### config.mk
export PLATFORM = sky130hd
export DESIGN_NAME = dtio_connector
export DESIGN_NICKNAME = d
export VERILOG_FILES = /design/src/rtl/dtio_pkg.sv /design/src/rtl/dtio_connector.sv
export SDC_FILE = /design/constraint.sdc
export NUM_CORES = 1
export LEC_CHECK = 0
export BUFFER_PORTS_ARGS = -buffer_cell sky130_fd_sc_hd__buf_2
export CAP_MARGIN = 20
export CORE_UTILIZATION = 38
export DETAILED_ROUTE_END_ITERATION = 10
export HOLD_SLACK_MARGIN = 0.08
export PLACE_DENSITY = 0.76
export SETUP_SLACK_MARGIN = 0.4
export SYNTH_ARGS = -nofsm -noshare
export SYNTH_HDL_FRONTEND = slang
export SYNTH_SLANG_ARGS = --single-unit
export TNS_END_PERCENT = 30
### constraint.sdc
create_clock -name i_clk -period 1 [get_ports i_clk]
set_input_delay 0.2 -clock i_clk [delete_from_list [all_inputs] [get_ports i_clk]]
set_output_delay 0.2 -clock i_clk [all_outputs]
set_load 0.02 [all_outputs]
### src/rtl/dtio_pkg.sv
// Package of the digital timing connector mux.
// Assumes one 100 MHz clock; no software registers reach this block.
package dtio_pkg;
    // Digital line count and counter direction lines
    localparam int unsigned GP_LINES        = 8;
    localparam int unsigned DIR_LINE_A      = 6;
    localparam int unsigned DIR_LINE_B      = 7;
    // Programmable function pin count and roles
    localparam int unsigned PFI_PINS        = 10;
    localparam int unsigned PFI_ACQ_START   = 0;
    localparam int unsigned PFI_PRETRIGGER_PIN     = 1;
    localparam int unsigned PFI_CNTB_SRC    = 3;
    localparam int unsigned PFI_CNTB_GATE   = 4;
    localparam int unsigned PFI_WAVE_START  = 6;
    localparam int unsigned PFI_INPUT_ONLY  = 7;
    localparam int unsigned PFI_CNTA_SRC    = 8;
    localparam int unsigned PFI_CNTA_GATE   = 9;
    // Reset values
    localparam logic [9:0]  PFI_OE_RESET    = 10'h000;
    localparam logic [7:0]  GP_OE_RESET     = 8'h00;
    localparam logic        STROBE_N_RESET  = 1'h1;
    localparam logic        RESERVED_LEVEL  = 1'h1;
endpackage

### src/rtl/dtio_connector.sv
// Digital connector mux: digital lines, strobe, function pins, counter pins.
// Assumes all inputs are synchronous to i_clk; the timing engines sit outside.
`timescale 1ns/1ps
`default_nettype none
module dtio_connector (
    input  wire logic       i_clk,                // 100 MHz clock
    input  wire logic       i_arst_n,             // Async reset, active low
    input  wire logic [7:0] i_gp_line_out,        // Digital line drive values
    input  wire logic [7:0] i_gp_line_oe,         // Digital line direction, 1 = out
    input  wire logic [7:0] i_gp_digital_line,    // Digital line pin levels
    output logic      [7:0] o_gp_digital_line,    // Digital line pin drive
    output logic      [7:0] o_gp_digital_line_oe, // Digital line enables
    output logic      [7:0] o_gp_line_in,         // Sampled digital lines
    input  wire logic       i_dir_sel_a,          // Counter A direction from line 6
    input  wire logic       i_dir_sel_b,          // Counter B direction from line 7
    output logic            o_counter_a_up,       // Counter A count direction
    output logic            o_counter_b_up,       // Counter B count direction
    output logic            o_reserved_high_out,  // Reserved pin
    input  wire logic       i_strobe_toggle,      // Software toggle pulse
    output logic            o_sw_strobe_n,        // External strobe pin
    input  wire logic [9:0] i_pfi_out_sel,        // Function pin output role select
    input  wire logic [9:0] i_prog_function_pin,  // Function pin levels
    output logic      [9:0] o_prog_function_pin,  // Function pin drive
    output logic      [9:0] o_prog_function_pin_oe, // Function pin enables
    output logic      [9:0] o_pfi_in,             // Function inputs, 0 if output
    output logic            o_external_start_trigger, // Start trigger source
    input  wire logic       i_acq_start_trigger,  // Internal start trigger
    input  wire logic       i_pretrigger_pin_mode,       // 1 = pretriggered acquisition
    input  wire logic       i_acq_pretrigger_pin_stop,   // Posttrigger conversions begun
    input  wire logic       i_convert_pulse,      // One per ADC conversion
    output logic            o_convert_n,          // Conversion strobe pin
    input  wire logic       i_update_pulse,       // One per DAC conversion
    output logic            o_update_n,           // Update strobe pin
    input  wire logic       i_counter_a_src,      // Selected counter A source
    input  wire logic       i_counter_a_gate,     // Selected counter A gate
    input  wire logic       i_counter_b_src,      // Selected counter B source
    input  wire logic       i_counter_b_gate,     // Selected counter B gate
    input  wire logic       i_counter_a_out,      // Counter A output
    input  wire logic       i_counter_b_out,      // Counter B output
    output logic            o_counter_a_out,      // Counter A output pin
    output logic            o_counter_b_out,      // Counter B output pin
    input  wire logic       i_waveform_start_trigger, // Waveform start level
    input  wire logic       i_freq_gen_out,       // Frequency generator
    output logic            o_freq_gen_out        // Frequency output pin
);

    // Function pin drive candidates by role
    wire logic [9:0] pfi_drive;
    wire logic [9:0] pfi_out_ok;
    wire logic [9:0] pfi_role_mask;
    wire logic       pretrigger_pin_level;

    // One-hot mask of a function pin position
    function automatic logic [9:0] f_pin_bit(input int unsigned pos);
        f_pin_bit = 10'h001 << pos;
    endfunction

    // Pretrigger level only in pretriggered acquisitions
    assign pretrigger_pin_level = i_pretrigger_pin_mode & i_acq_pretrigger_pin_stop;

    assign pfi_drive = {i_counter_a_gate,
                        i_counter_a_src,
                        1'h0,
                        i_waveform_start_trigger,
                        1'h0,
                        i_counter_b_gate,
                        i_counter_b_src,
                        1'h0,
                        pretrigger_pin_level,
                        i_acq_start_trigger};

    // Pins that own an output role; 2, 5 and 7 never drive
    assign pfi_role_mask = f_pin_bit(dtio_pkg::PFI_ACQ_START)
                         | f_pin_bit(dtio_pkg::PFI_PRETRIGGER_PIN)
                         | f_pin_bit(dtio_pkg::PFI_CNTB_SRC)
                         | f_pin_bit(dtio_pkg::PFI_CNTB_GATE)
                         | f_pin_bit(dtio_pkg::PFI_WAVE_START)
                         | f_pin_bit(dtio_pkg::PFI_CNTA_SRC)
                         | f_pin_bit(dtio_pkg::PFI_CNTA_GATE);
    assign pfi_out_ok = i_pfi_out_sel & pfi_role_mask;

    // Digital lines and direction controls
    always_ff @(posedge i_clk or negedge i_arst_n) begin
        if (!i_arst_n) begin
            o_gp_digital_line    <= 8'h00;
            o_gp_digital_line_oe <= dtio_pkg::GP_OE_RESET;
            o_gp_line_in         <= 8'h00;
            o_counter_a_up       <= 1'h0;
            o_counter_b_up       <= 1'h0;
        end else begin
            o_gp_digital_line    <= i_gp_line_out;
            o_gp_digital_line_oe <= i_gp_line_oe;
            o_gp_line_in         <= i_gp_digital_line;
            o_counter_a_up       <= i_dir_sel_a & i_gp_digital_line[dtio_pkg::DIR_LINE_A];
            o_counter_b_up       <= i_dir_sel_b & i_gp_digital_line[dtio_pkg::DIR_LINE_B];
        end
    end

    // Reserved pin, software strobe and timing strobes
    always_ff @(posedge i_clk or negedge i_arst_n) begin
        if (!i_arst_n) begin
            o_reserved_high_out <= dtio_pkg::RESERVED_LEVEL;
            o_sw_strobe_n       <= dtio_pkg::STROBE_N_RESET;
            o_convert_n         <= 1'h1;
            o_update_n          <= 1'h1;
        end else begin
            o_reserved_high_out <= dtio_pkg::RESERVED_LEVEL;
            if (i_strobe_toggle) begin
                o_sw_strobe_n <= ~o_sw_strobe_n;
            end
            o_convert_n <= ~i_convert_pulse;
            o_update_n  <= ~i_update_pulse;
        end
    end

    // Function pins, counter and frequency pins
    always_ff @(posedge i_clk or negedge i_arst_n) begin
        if (!i_arst_n) begin
            o_prog_function_pin      <= 10'h000;
            o_prog_function_pin_oe   <= dtio_pkg::PFI_OE_RESET;
            o_pfi_in                 <= 10'h000;
            o_external_start_trigger <= 1'h0;
            o_counter_a_out          <= 1'h0;
            o_counter_b_out          <= 1'h0;
            o_freq_gen_out           <= 1'h0;
        end else begin
            o_prog_function_pin      <= pfi_drive & pfi_out_ok;
            o_prog_function_pin_oe   <= pfi_out_ok;
            o_pfi_in                 <= i_prog_function_pin & ~pfi_out_ok;
            o_external_start_trigger <= i_prog_function_pin[dtio_pkg::PFI_ACQ_START]
                                        & ~pfi_out_ok[dtio_pkg::PFI_ACQ_START];
            o_counter_a_out          <= i_counter_a_out;
            o_counter_b_out          <= i_counter_b_out;
            o_freq_gen_out           <= i_freq_gen_out;
        end
    end

    // Checks
    property p_reserved;
        @(posedge i_clk) disable iff (!i_arst_n) ##1 o_reserved_high_out;
    endproperty
    a_reserved: assert property (p_reserved) else $error("reserved pin low");

    property p_strobe;
        @(posedge i_clk) disable iff (!i_arst_n)
            i_strobe_toggle |=> o_sw_strobe_n != $past(o_sw_strobe_n);
    endproperty
    a_strobe: assert property (p_strobe) else $error("strobe not toggled");

    property p_convert;
        @(posedge i_clk) disable iff (!i_arst_n)
            i_convert_pulse ##1 !i_convert_pulse |-> !o_convert_n ##1 o_convert_n;
    endproperty
    a_convert: assert property (p_convert) else $error("convert strobe wrong");

    property p_update;
        @(posedge i_clk) disable iff (!i_arst_n) i_update_pulse |=> !o_update_n;
    endproperty
    a_update: assert property (p_update) else $error("update strobe missing");

    property p_oe_off;
        @(posedge i_clk) disable iff (!i_arst_n)
            !i_pfi_out_sel[dtio_pkg::PFI_CNTA_SRC] |=>
                !o_prog_function_pin_oe[dtio_pkg::PFI_CNTA_SRC];
    endproperty
    a_oe_off: assert property (p_oe_off) else $error("pin driven as input");

    property p_pfi7;
        @(posedge i_clk) disable iff (!i_arst_n)
            ##1 !o_prog_function_pin_oe[dtio_pkg::PFI_INPUT_ONLY];
    endproperty
    a_pfi7: assert property (p_pfi7) else $error("input-only pin driven");

    property p_pretrigger_pin;
        @(posedge i_clk) disable iff (!i_arst_n)
            !i_pretrigger_pin_mode |=> !o_prog_function_pin[dtio_pkg::PFI_PRETRIGGER_PIN];
    endproperty
    a_pretrigger_pin: assert property (p_pretrigger_pin) else $error("pretrigger in post mode");

    property p_start_in;
        @(posedge i_clk) disable iff (!i_arst_n)
            !i_pfi_out_sel[0] && i_prog_function_pin[0] |=> o_external_start_trigger;
    endproperty
    a_start_in: assert property (p_start_in) else $error("start input lost");

    property p_cntb_mirror;
        @(posedge i_clk) disable iff (!i_arst_n)
            i_pfi_out_sel[dtio_pkg::PFI_CNTB_GATE] |=>
                o_prog_function_pin[dtio_pkg::PFI_CNTB_GATE] == $past(i_counter_b_gate);
    endproperty
    a_cntb_mirror: assert property (p_cntb_mirror) else $error("gate not mirrored");

    property p_wave;
        @(posedge i_clk) disable iff (!i_arst_n)
            i_pfi_out_sel[dtio_pkg::PFI_WAVE_START] && $rose(i_waveform_start_trigger)
                |=> $rose(o_prog_function_pin[dtio_pkg::PFI_WAVE_START]);
    endproperty
    a_wave: assert property (p_wave) else $error("waveform edge lost");

    // Checks of digital lines and direction controls
    property p_gp_drive;
        @(posedge i_clk) disable iff (!i_arst_n)
            1'h1 |=> o_gp_digital_line == $past(i_gp_line_out)
                  && o_gp_digital_line_oe == $past(i_gp_line_oe);
    endproperty
    a_gp_drive: assert property (p_gp_drive) else $error("digital line drive lost");

    property p_gp_in;
        @(posedge i_clk) disable iff (!i_arst_n)
            1'h1 |=> o_gp_line_in == $past(i_gp_digital_line);
    endproperty
    a_gp_in: assert property (p_gp_in) else $error("digital line input lost");

    property p_dir_a;
        @(posedge i_clk) disable iff (!i_arst_n)
            1'h1 |=> o_counter_a_up
                == ($past(i_dir_sel_a) && $past(i_gp_digital_line[dtio_pkg::DIR_LINE_A]));
    endproperty
    a_dir_a: assert property (p_dir_a) else $error("counter A direction wrong");

    property p_dir_b;
        @(posedge i_clk) disable iff (!i_arst_n)
            1'h1 |=> o_counter_b_up
                == ($past(i_dir_sel_b) && $past(i_gp_digital_line[dtio_pkg::DIR_LINE_B]));
    endproperty
    a_dir_b: assert property (p_dir_b) else $error("counter B direction wrong");

    // Checks of strobes
    property p_strobe_hold;
        @(posedge i_clk) disable iff (!i_arst_n)
            !i_strobe_toggle |=> $stable(o_sw_strobe_n);
    endproperty
    a_strobe_hold: assert property (p_strobe_hold) else $error("strobe moved alone");

    property p_convert_fall;
        @(posedge i_clk) disable iff (!i_arst_n)
            $rose(i_convert_pulse) |=> $fell(o_convert_n);
    endproperty
    a_convert_fall: assert property (p_convert_fall) else $error("convert edge lost");

    property p_update_idle;
        @(posedge i_clk) disable iff (!i_arst_n)
            !i_update_pulse |=> o_update_n;
    endproperty
    a_update_idle: assert property (p_update_idle) else $error("update strobe stuck");

    // Checks of function pin roles
    property p_start_out;
        @(posedge i_clk) disable iff (!i_arst_n)
            i_pfi_out_sel[dtio_pkg::PFI_ACQ_START] |=>
                o_prog_function_pin_oe[dtio_pkg::PFI_ACQ_START]
                && o_prog_function_pin[dtio_pkg::PFI_ACQ_START] == $past(i_acq_start_trigger);
    endproperty
    a_start_out: assert property (p_start_out) else $error("start output lost");

    property p_start_block;
        @(posedge i_clk) disable iff (!i_arst_n)
            i_pfi_out_sel[dtio_pkg::PFI_ACQ_START] |=> !o_external_start_trigger;
    endproperty
    a_start_block: assert property (p_start_block) else $error("start input while out");

    property p_pretrigger_pin_rise;
        @(posedge i_clk) disable iff (!i_arst_n)
            i_pfi_out_sel[dtio_pkg::PFI_PRETRIGGER_PIN] && i_pretrigger_pin_mode
                && $rose(i_acq_pretrigger_pin_stop)
                |=> $rose(o_prog_function_pin[dtio_pkg::PFI_PRETRIGGER_PIN]);
    endproperty
    a_pretrigger_pin_rise: assert property (p_pretrigger_pin_rise) else $error("pretrigger edge lost");

    property p_cntb_src;
        @(posedge i_clk) disable iff (!i_arst_n)
            i_pfi_out_sel[dtio_pkg::PFI_CNTB_SRC] |=>
                o_prog_function_pin[dtio_pkg::PFI_CNTB_SRC] == $past(i_counter_b_src);
    endproperty
    a_cntb_src: assert property (p_cntb_src) else $error("source B not mirrored");

    property p_cnta_src;
        @(posedge i_clk) disable iff (!i_arst_n)
            i_pfi_out_sel[dtio_pkg::PFI_CNTA_SRC] |=>
                o_prog_function_pin[dtio_pkg::PFI_CNTA_SRC] == $past(i_counter_a_src);
    endproperty
    a_cnta_src: assert property (p_cnta_src) else $error("source A not mirrored");

    property p_cnta_gate;
        @(posedge i_clk) disable iff (!i_arst_n)
            i_pfi_out_sel[dtio_pkg::PFI_CNTA_GATE] |=>
                o_prog_function_pin[dtio_pkg::PFI_CNTA_GATE] == $past(i_counter_a_gate);
    endproperty
    a_cnta_gate: assert property (p_cnta_gate) else $error("gate A not mirrored");

    property p_wave_oe;
        @(posedge i_clk) disable iff (!i_arst_n)
            i_pfi_out_sel[dtio_pkg::PFI_WAVE_START] |=>
                o_prog_function_pin_oe[dtio_pkg::PFI_WAVE_START];
    endproperty
    a_wave_oe: assert property (p_wave_oe) else $error("waveform pin not driven");

    property p_no_role;
        @(posedge i_clk) disable iff (!i_arst_n)
            ##1 !o_prog_function_pin_oe[2] && !o_prog_function_pin_oe[5];
    endproperty
    a_no_role: assert property (p_no_role) else $error("roleless pin driven");

    // Checks of function inputs and dedicated pins
    property p_pfi7_in;
        @(posedge i_clk) disable iff (!i_arst_n)
            1'h1 |=> o_pfi_in[dtio_pkg::PFI_INPUT_ONLY]
                == $past(i_prog_function_pin[dtio_pkg::PFI_INPUT_ONLY]);
    endproperty
    a_pfi7_in: assert property (p_pfi7_in) else $error("input-only pin lost");

    property p_pfi_in_out;
        @(posedge i_clk) disable iff (!i_arst_n)
            i_pfi_out_sel[dtio_pkg::PFI_CNTA_GATE] |=> !o_pfi_in[dtio_pkg::PFI_CNTA_GATE];
    endproperty
    a_pfi_in_out: assert property (p_pfi_in_out) else $error("output pin seen as input");

    property p_counter_out;
        @(posedge i_clk) disable iff (!i_arst_n)
            1'h1 |=> o_counter_a_out == $past(i_counter_a_out)
                  && o_counter_b_out == $past(i_counter_b_out);
    endproperty
    a_counter_out: assert property (p_counter_out) else $error("counter output lost");

    property p_freq;
        @(posedge i_clk) disable iff (!i_arst_n)
            1'h1 |=> o_freq_gen_out == $past(i_freq_gen_out);
    endproperty
    a_freq: assert property (p_freq) else $error("frequency output lost");

endmodule
`default_nettype wire

==> impl_results.md <==
* Share of layout cells above drive strength 1 at 62.3%
* Fin Hold WS at -0.125 ns
* Fraction of the mapped netlist area in simple logic gates at 6.30%
* Area growth syn-to-layout at 57.6%
* Die footprint at 4440 um^2
* Layout Nets at 268
* Crit path DAT at between 0.9 and 1 ns
* Worst EP required at 0.80 ns
* Buffer levels on the longest clock path at 2
* Initial antenna violation count at 0
* Setup TNS at -1.09 ns
* PD cells at 1810 nW/um^2
* DIE WIDTH at 66.7 um
* # clock sinks at 56
* Status: complete, but fails checks
* Routed length per instance at 11.5 um
* Clk Latency, worst-skew pair at ~0.3 ns
* Deepest level of the CTS H-tree at 2
* I/O pins at 126
* Top cells by area, synth: dfrtp_1, dfstp_2, buf_4
* Crit path time final at between 1 and 1.5 ns
* Post-synth cell types at 9
* Mapped cell area at 1590 um^2
* CTS root buf: clkbuf_8
* Routed wire length at 2.95 mm
* Failing checks: hold timing, setup timing
* Largest net degree at the start of global routing at 57
* Max Transition Viols Final at 0
* CP Class: reg2out
* Skew final at 0 ns
* Worst stage delay on the critical path at 0.54 ns
* Crit path max-delay family: flip-flops
* Final worst path period share at 115%
* Top-count cell post-synth: dfrtp_1
* Routed vias at 1033
* Setup ws final at -0.150 ns
* Post-DR vias/cell at 4.02
* TritonRoute pass-1 iters at 3
* CTS tree: built
* N_diodes at 0
* Post-synth EDFFs at 0
* Yosys warning count at 0
* Met2 usage at 22.2%
* Number of global-route vias before repair at around 1000
* Worst r2r src: o_sw_strobe_n$_DFFE_PN1P_
* Unrepaired setup endpoints after global routing: true
* Cell taking the most area after synthesis: dfrtp_1
* Leakage at 0.00134 uW
* Die H at 66.7 um
* Clk pin slew, worst setup/hold paths at 0.09 ns
* Initial Utilization at about two fifths
* Post-Layout Cell Count at about 260
* Fmax at 0.870 GHz
* GRT Overall Usage at 13.4%
* Max IR drop VDD at about 1.1 mV
* Hold crit path type: in2async
* FP Rows at 23
* GRT Residual Overflow at 0
* CP endpoint kind: output pin
* Main combinational cell family by area after synthesis: simple AND/OR/NAND/NOR gates
* Mapped Cells at 85
* Most used routing layer: met2
* Fraction of the mapped netlist area in compound gates at 0%
* Final Hold Viols at 53
* Max Cap Violations at 0
* Synth top area share at 83.5%
* Final GP Congestion at between 0.6 and 0.7
* RR Endpoint: o_sw_strobe_n$_DFFE_PN1P_
* R2R Setup Slk at 0.16 ns
* Placed Cells at 248
* Yosys reg bits at 56
* CP max stage cell: dfstp_2
* IO buf count at roughly 120
* Final HPWL DP at 2.21 mm
* Worst-path fanout max at 2
* Xor-xnor portion of the synthesized cell area at 0.551%
* Post-synth top cells: dfrtp_1, and2_1, buf_4
* CP cell instances: buf_6
* Post-route ant nets at 0
* Met3 Usage GRT at 7.19%
* Post-synthesis mux area share at 0%
* Core area at 4000 um^2
* Dominant synthesized flop cell: dfrtp_1
* Final setup fails at 55
* Initial DRC Count at 28
* Asr flop ratio synth at 100%
* M1 GR Usage at approximately 13%
* R2R depth at 2
* Mapped Avg Cell Area at 18.7 um^2
* DR DRC count at 0
* First-pass GRT wire length at 4.15 mm
* Adder-cell share of the synthesized area at 0%
* Num CTS Buffers at 5
* Seq/Total Area, Yosys at 88.4%
* CP startpoint kind: register
* WP buf/inv at 1
## timing repair
action,in CTS,in global routing
pin swaps,0,1
setup endpoints to repair,58,58
gates resized for setup,34,23
hold endpoints to repair,100,100
buffers inserted,1,0
## stage by stage
step                setup slack (ns)  power [uW]  utilization [%]  hold WS (ns)  instance area [um^2]
floorplan                      0.211        2770                -       -0.0956                  1610
global placement               0.136        3040             55.2         0.215                  2210
detailed placement             0.136        3050             55.2         0.219                  2210
CTS                           -0.166        4550             60.7        -0.115                  2430
global route                  -0.195        4750             62.6        -0.118                  2500
finish                        -0.150        4520             62.6        -0.125                  2500
## flip-flops by register name, summed over array words and instances, names as in the netlist, 7 cells and up
name                    count
o_gp_digital_line           8
o_gp_digital_line_oe        8
o_gp_line_in                8
o_pfi_in                   10
o_prog_function_pin         7
o_prog_function_pin_oe      7
## final cells by class
type,count,area (um^2)
clock inverters,2,35.0
repair buffers,117,778
fillers,326,1500
flip-flops and latches,56,1410
clock buffers,6,72.6
inverters,2,7.51
multi-input cells,24,143
well taps,50,62.6
## placed cells by master, fill, tap and decap left out, drive strengths merged
master,count
and2,8
and3,1
buf,117
bufinv,1
clkbuf,6
clkinv,1
conb,7
dfrtp,53
dfstp,3
inv,2
nor2b,7
xor2,1
## layer usage
metal	share of wire [%]	up-vias	wire length [um]
met2	51	78	1520
met1	35	472	1020
met5	0	-	0
met4	1.6	0	48
met3	12	6	362
li1	-	477	-
## power breakdown
part	switching [uW]	internal [uW]	total, uW
clock network	635	743	1380
logic	358	324	681
registers	50.3	2410	2460
total	1040	3480	4520
## kinds of logic after synthesis
group	after synthesis
DFF	56
and+or+nand+nor	16
buffers and inverters	10
other	2
xor gates and xnor gates	1
## worst max path at each step
stage                                    startpoint                        end  slack [ns]  depth (start not counted)
after CTS                     o_convert_n$_DFF_PN1_                o_convert_n       -0.17                          1
final                     o_sw_strobe_n$_DFFE_PN1P_              o_sw_strobe_n       -0.15                          1
after global routing          o_convert_n$_DFF_PN1_                o_convert_n       -0.19                          1
after floorplan           o_sw_strobe_n$_DFFE_PN1P_  o_sw_strobe_n$_DFFE_PN1P_        0.21                          1
after detailed placement  o_sw_strobe_n$_DFFE_PN1P_              o_sw_strobe_n        0.14                          1
after global placement    o_sw_strobe_n$_DFFE_PN1P_              o_sw_strobe_n        0.14                          1
Power figures use the tool's default switching activity.
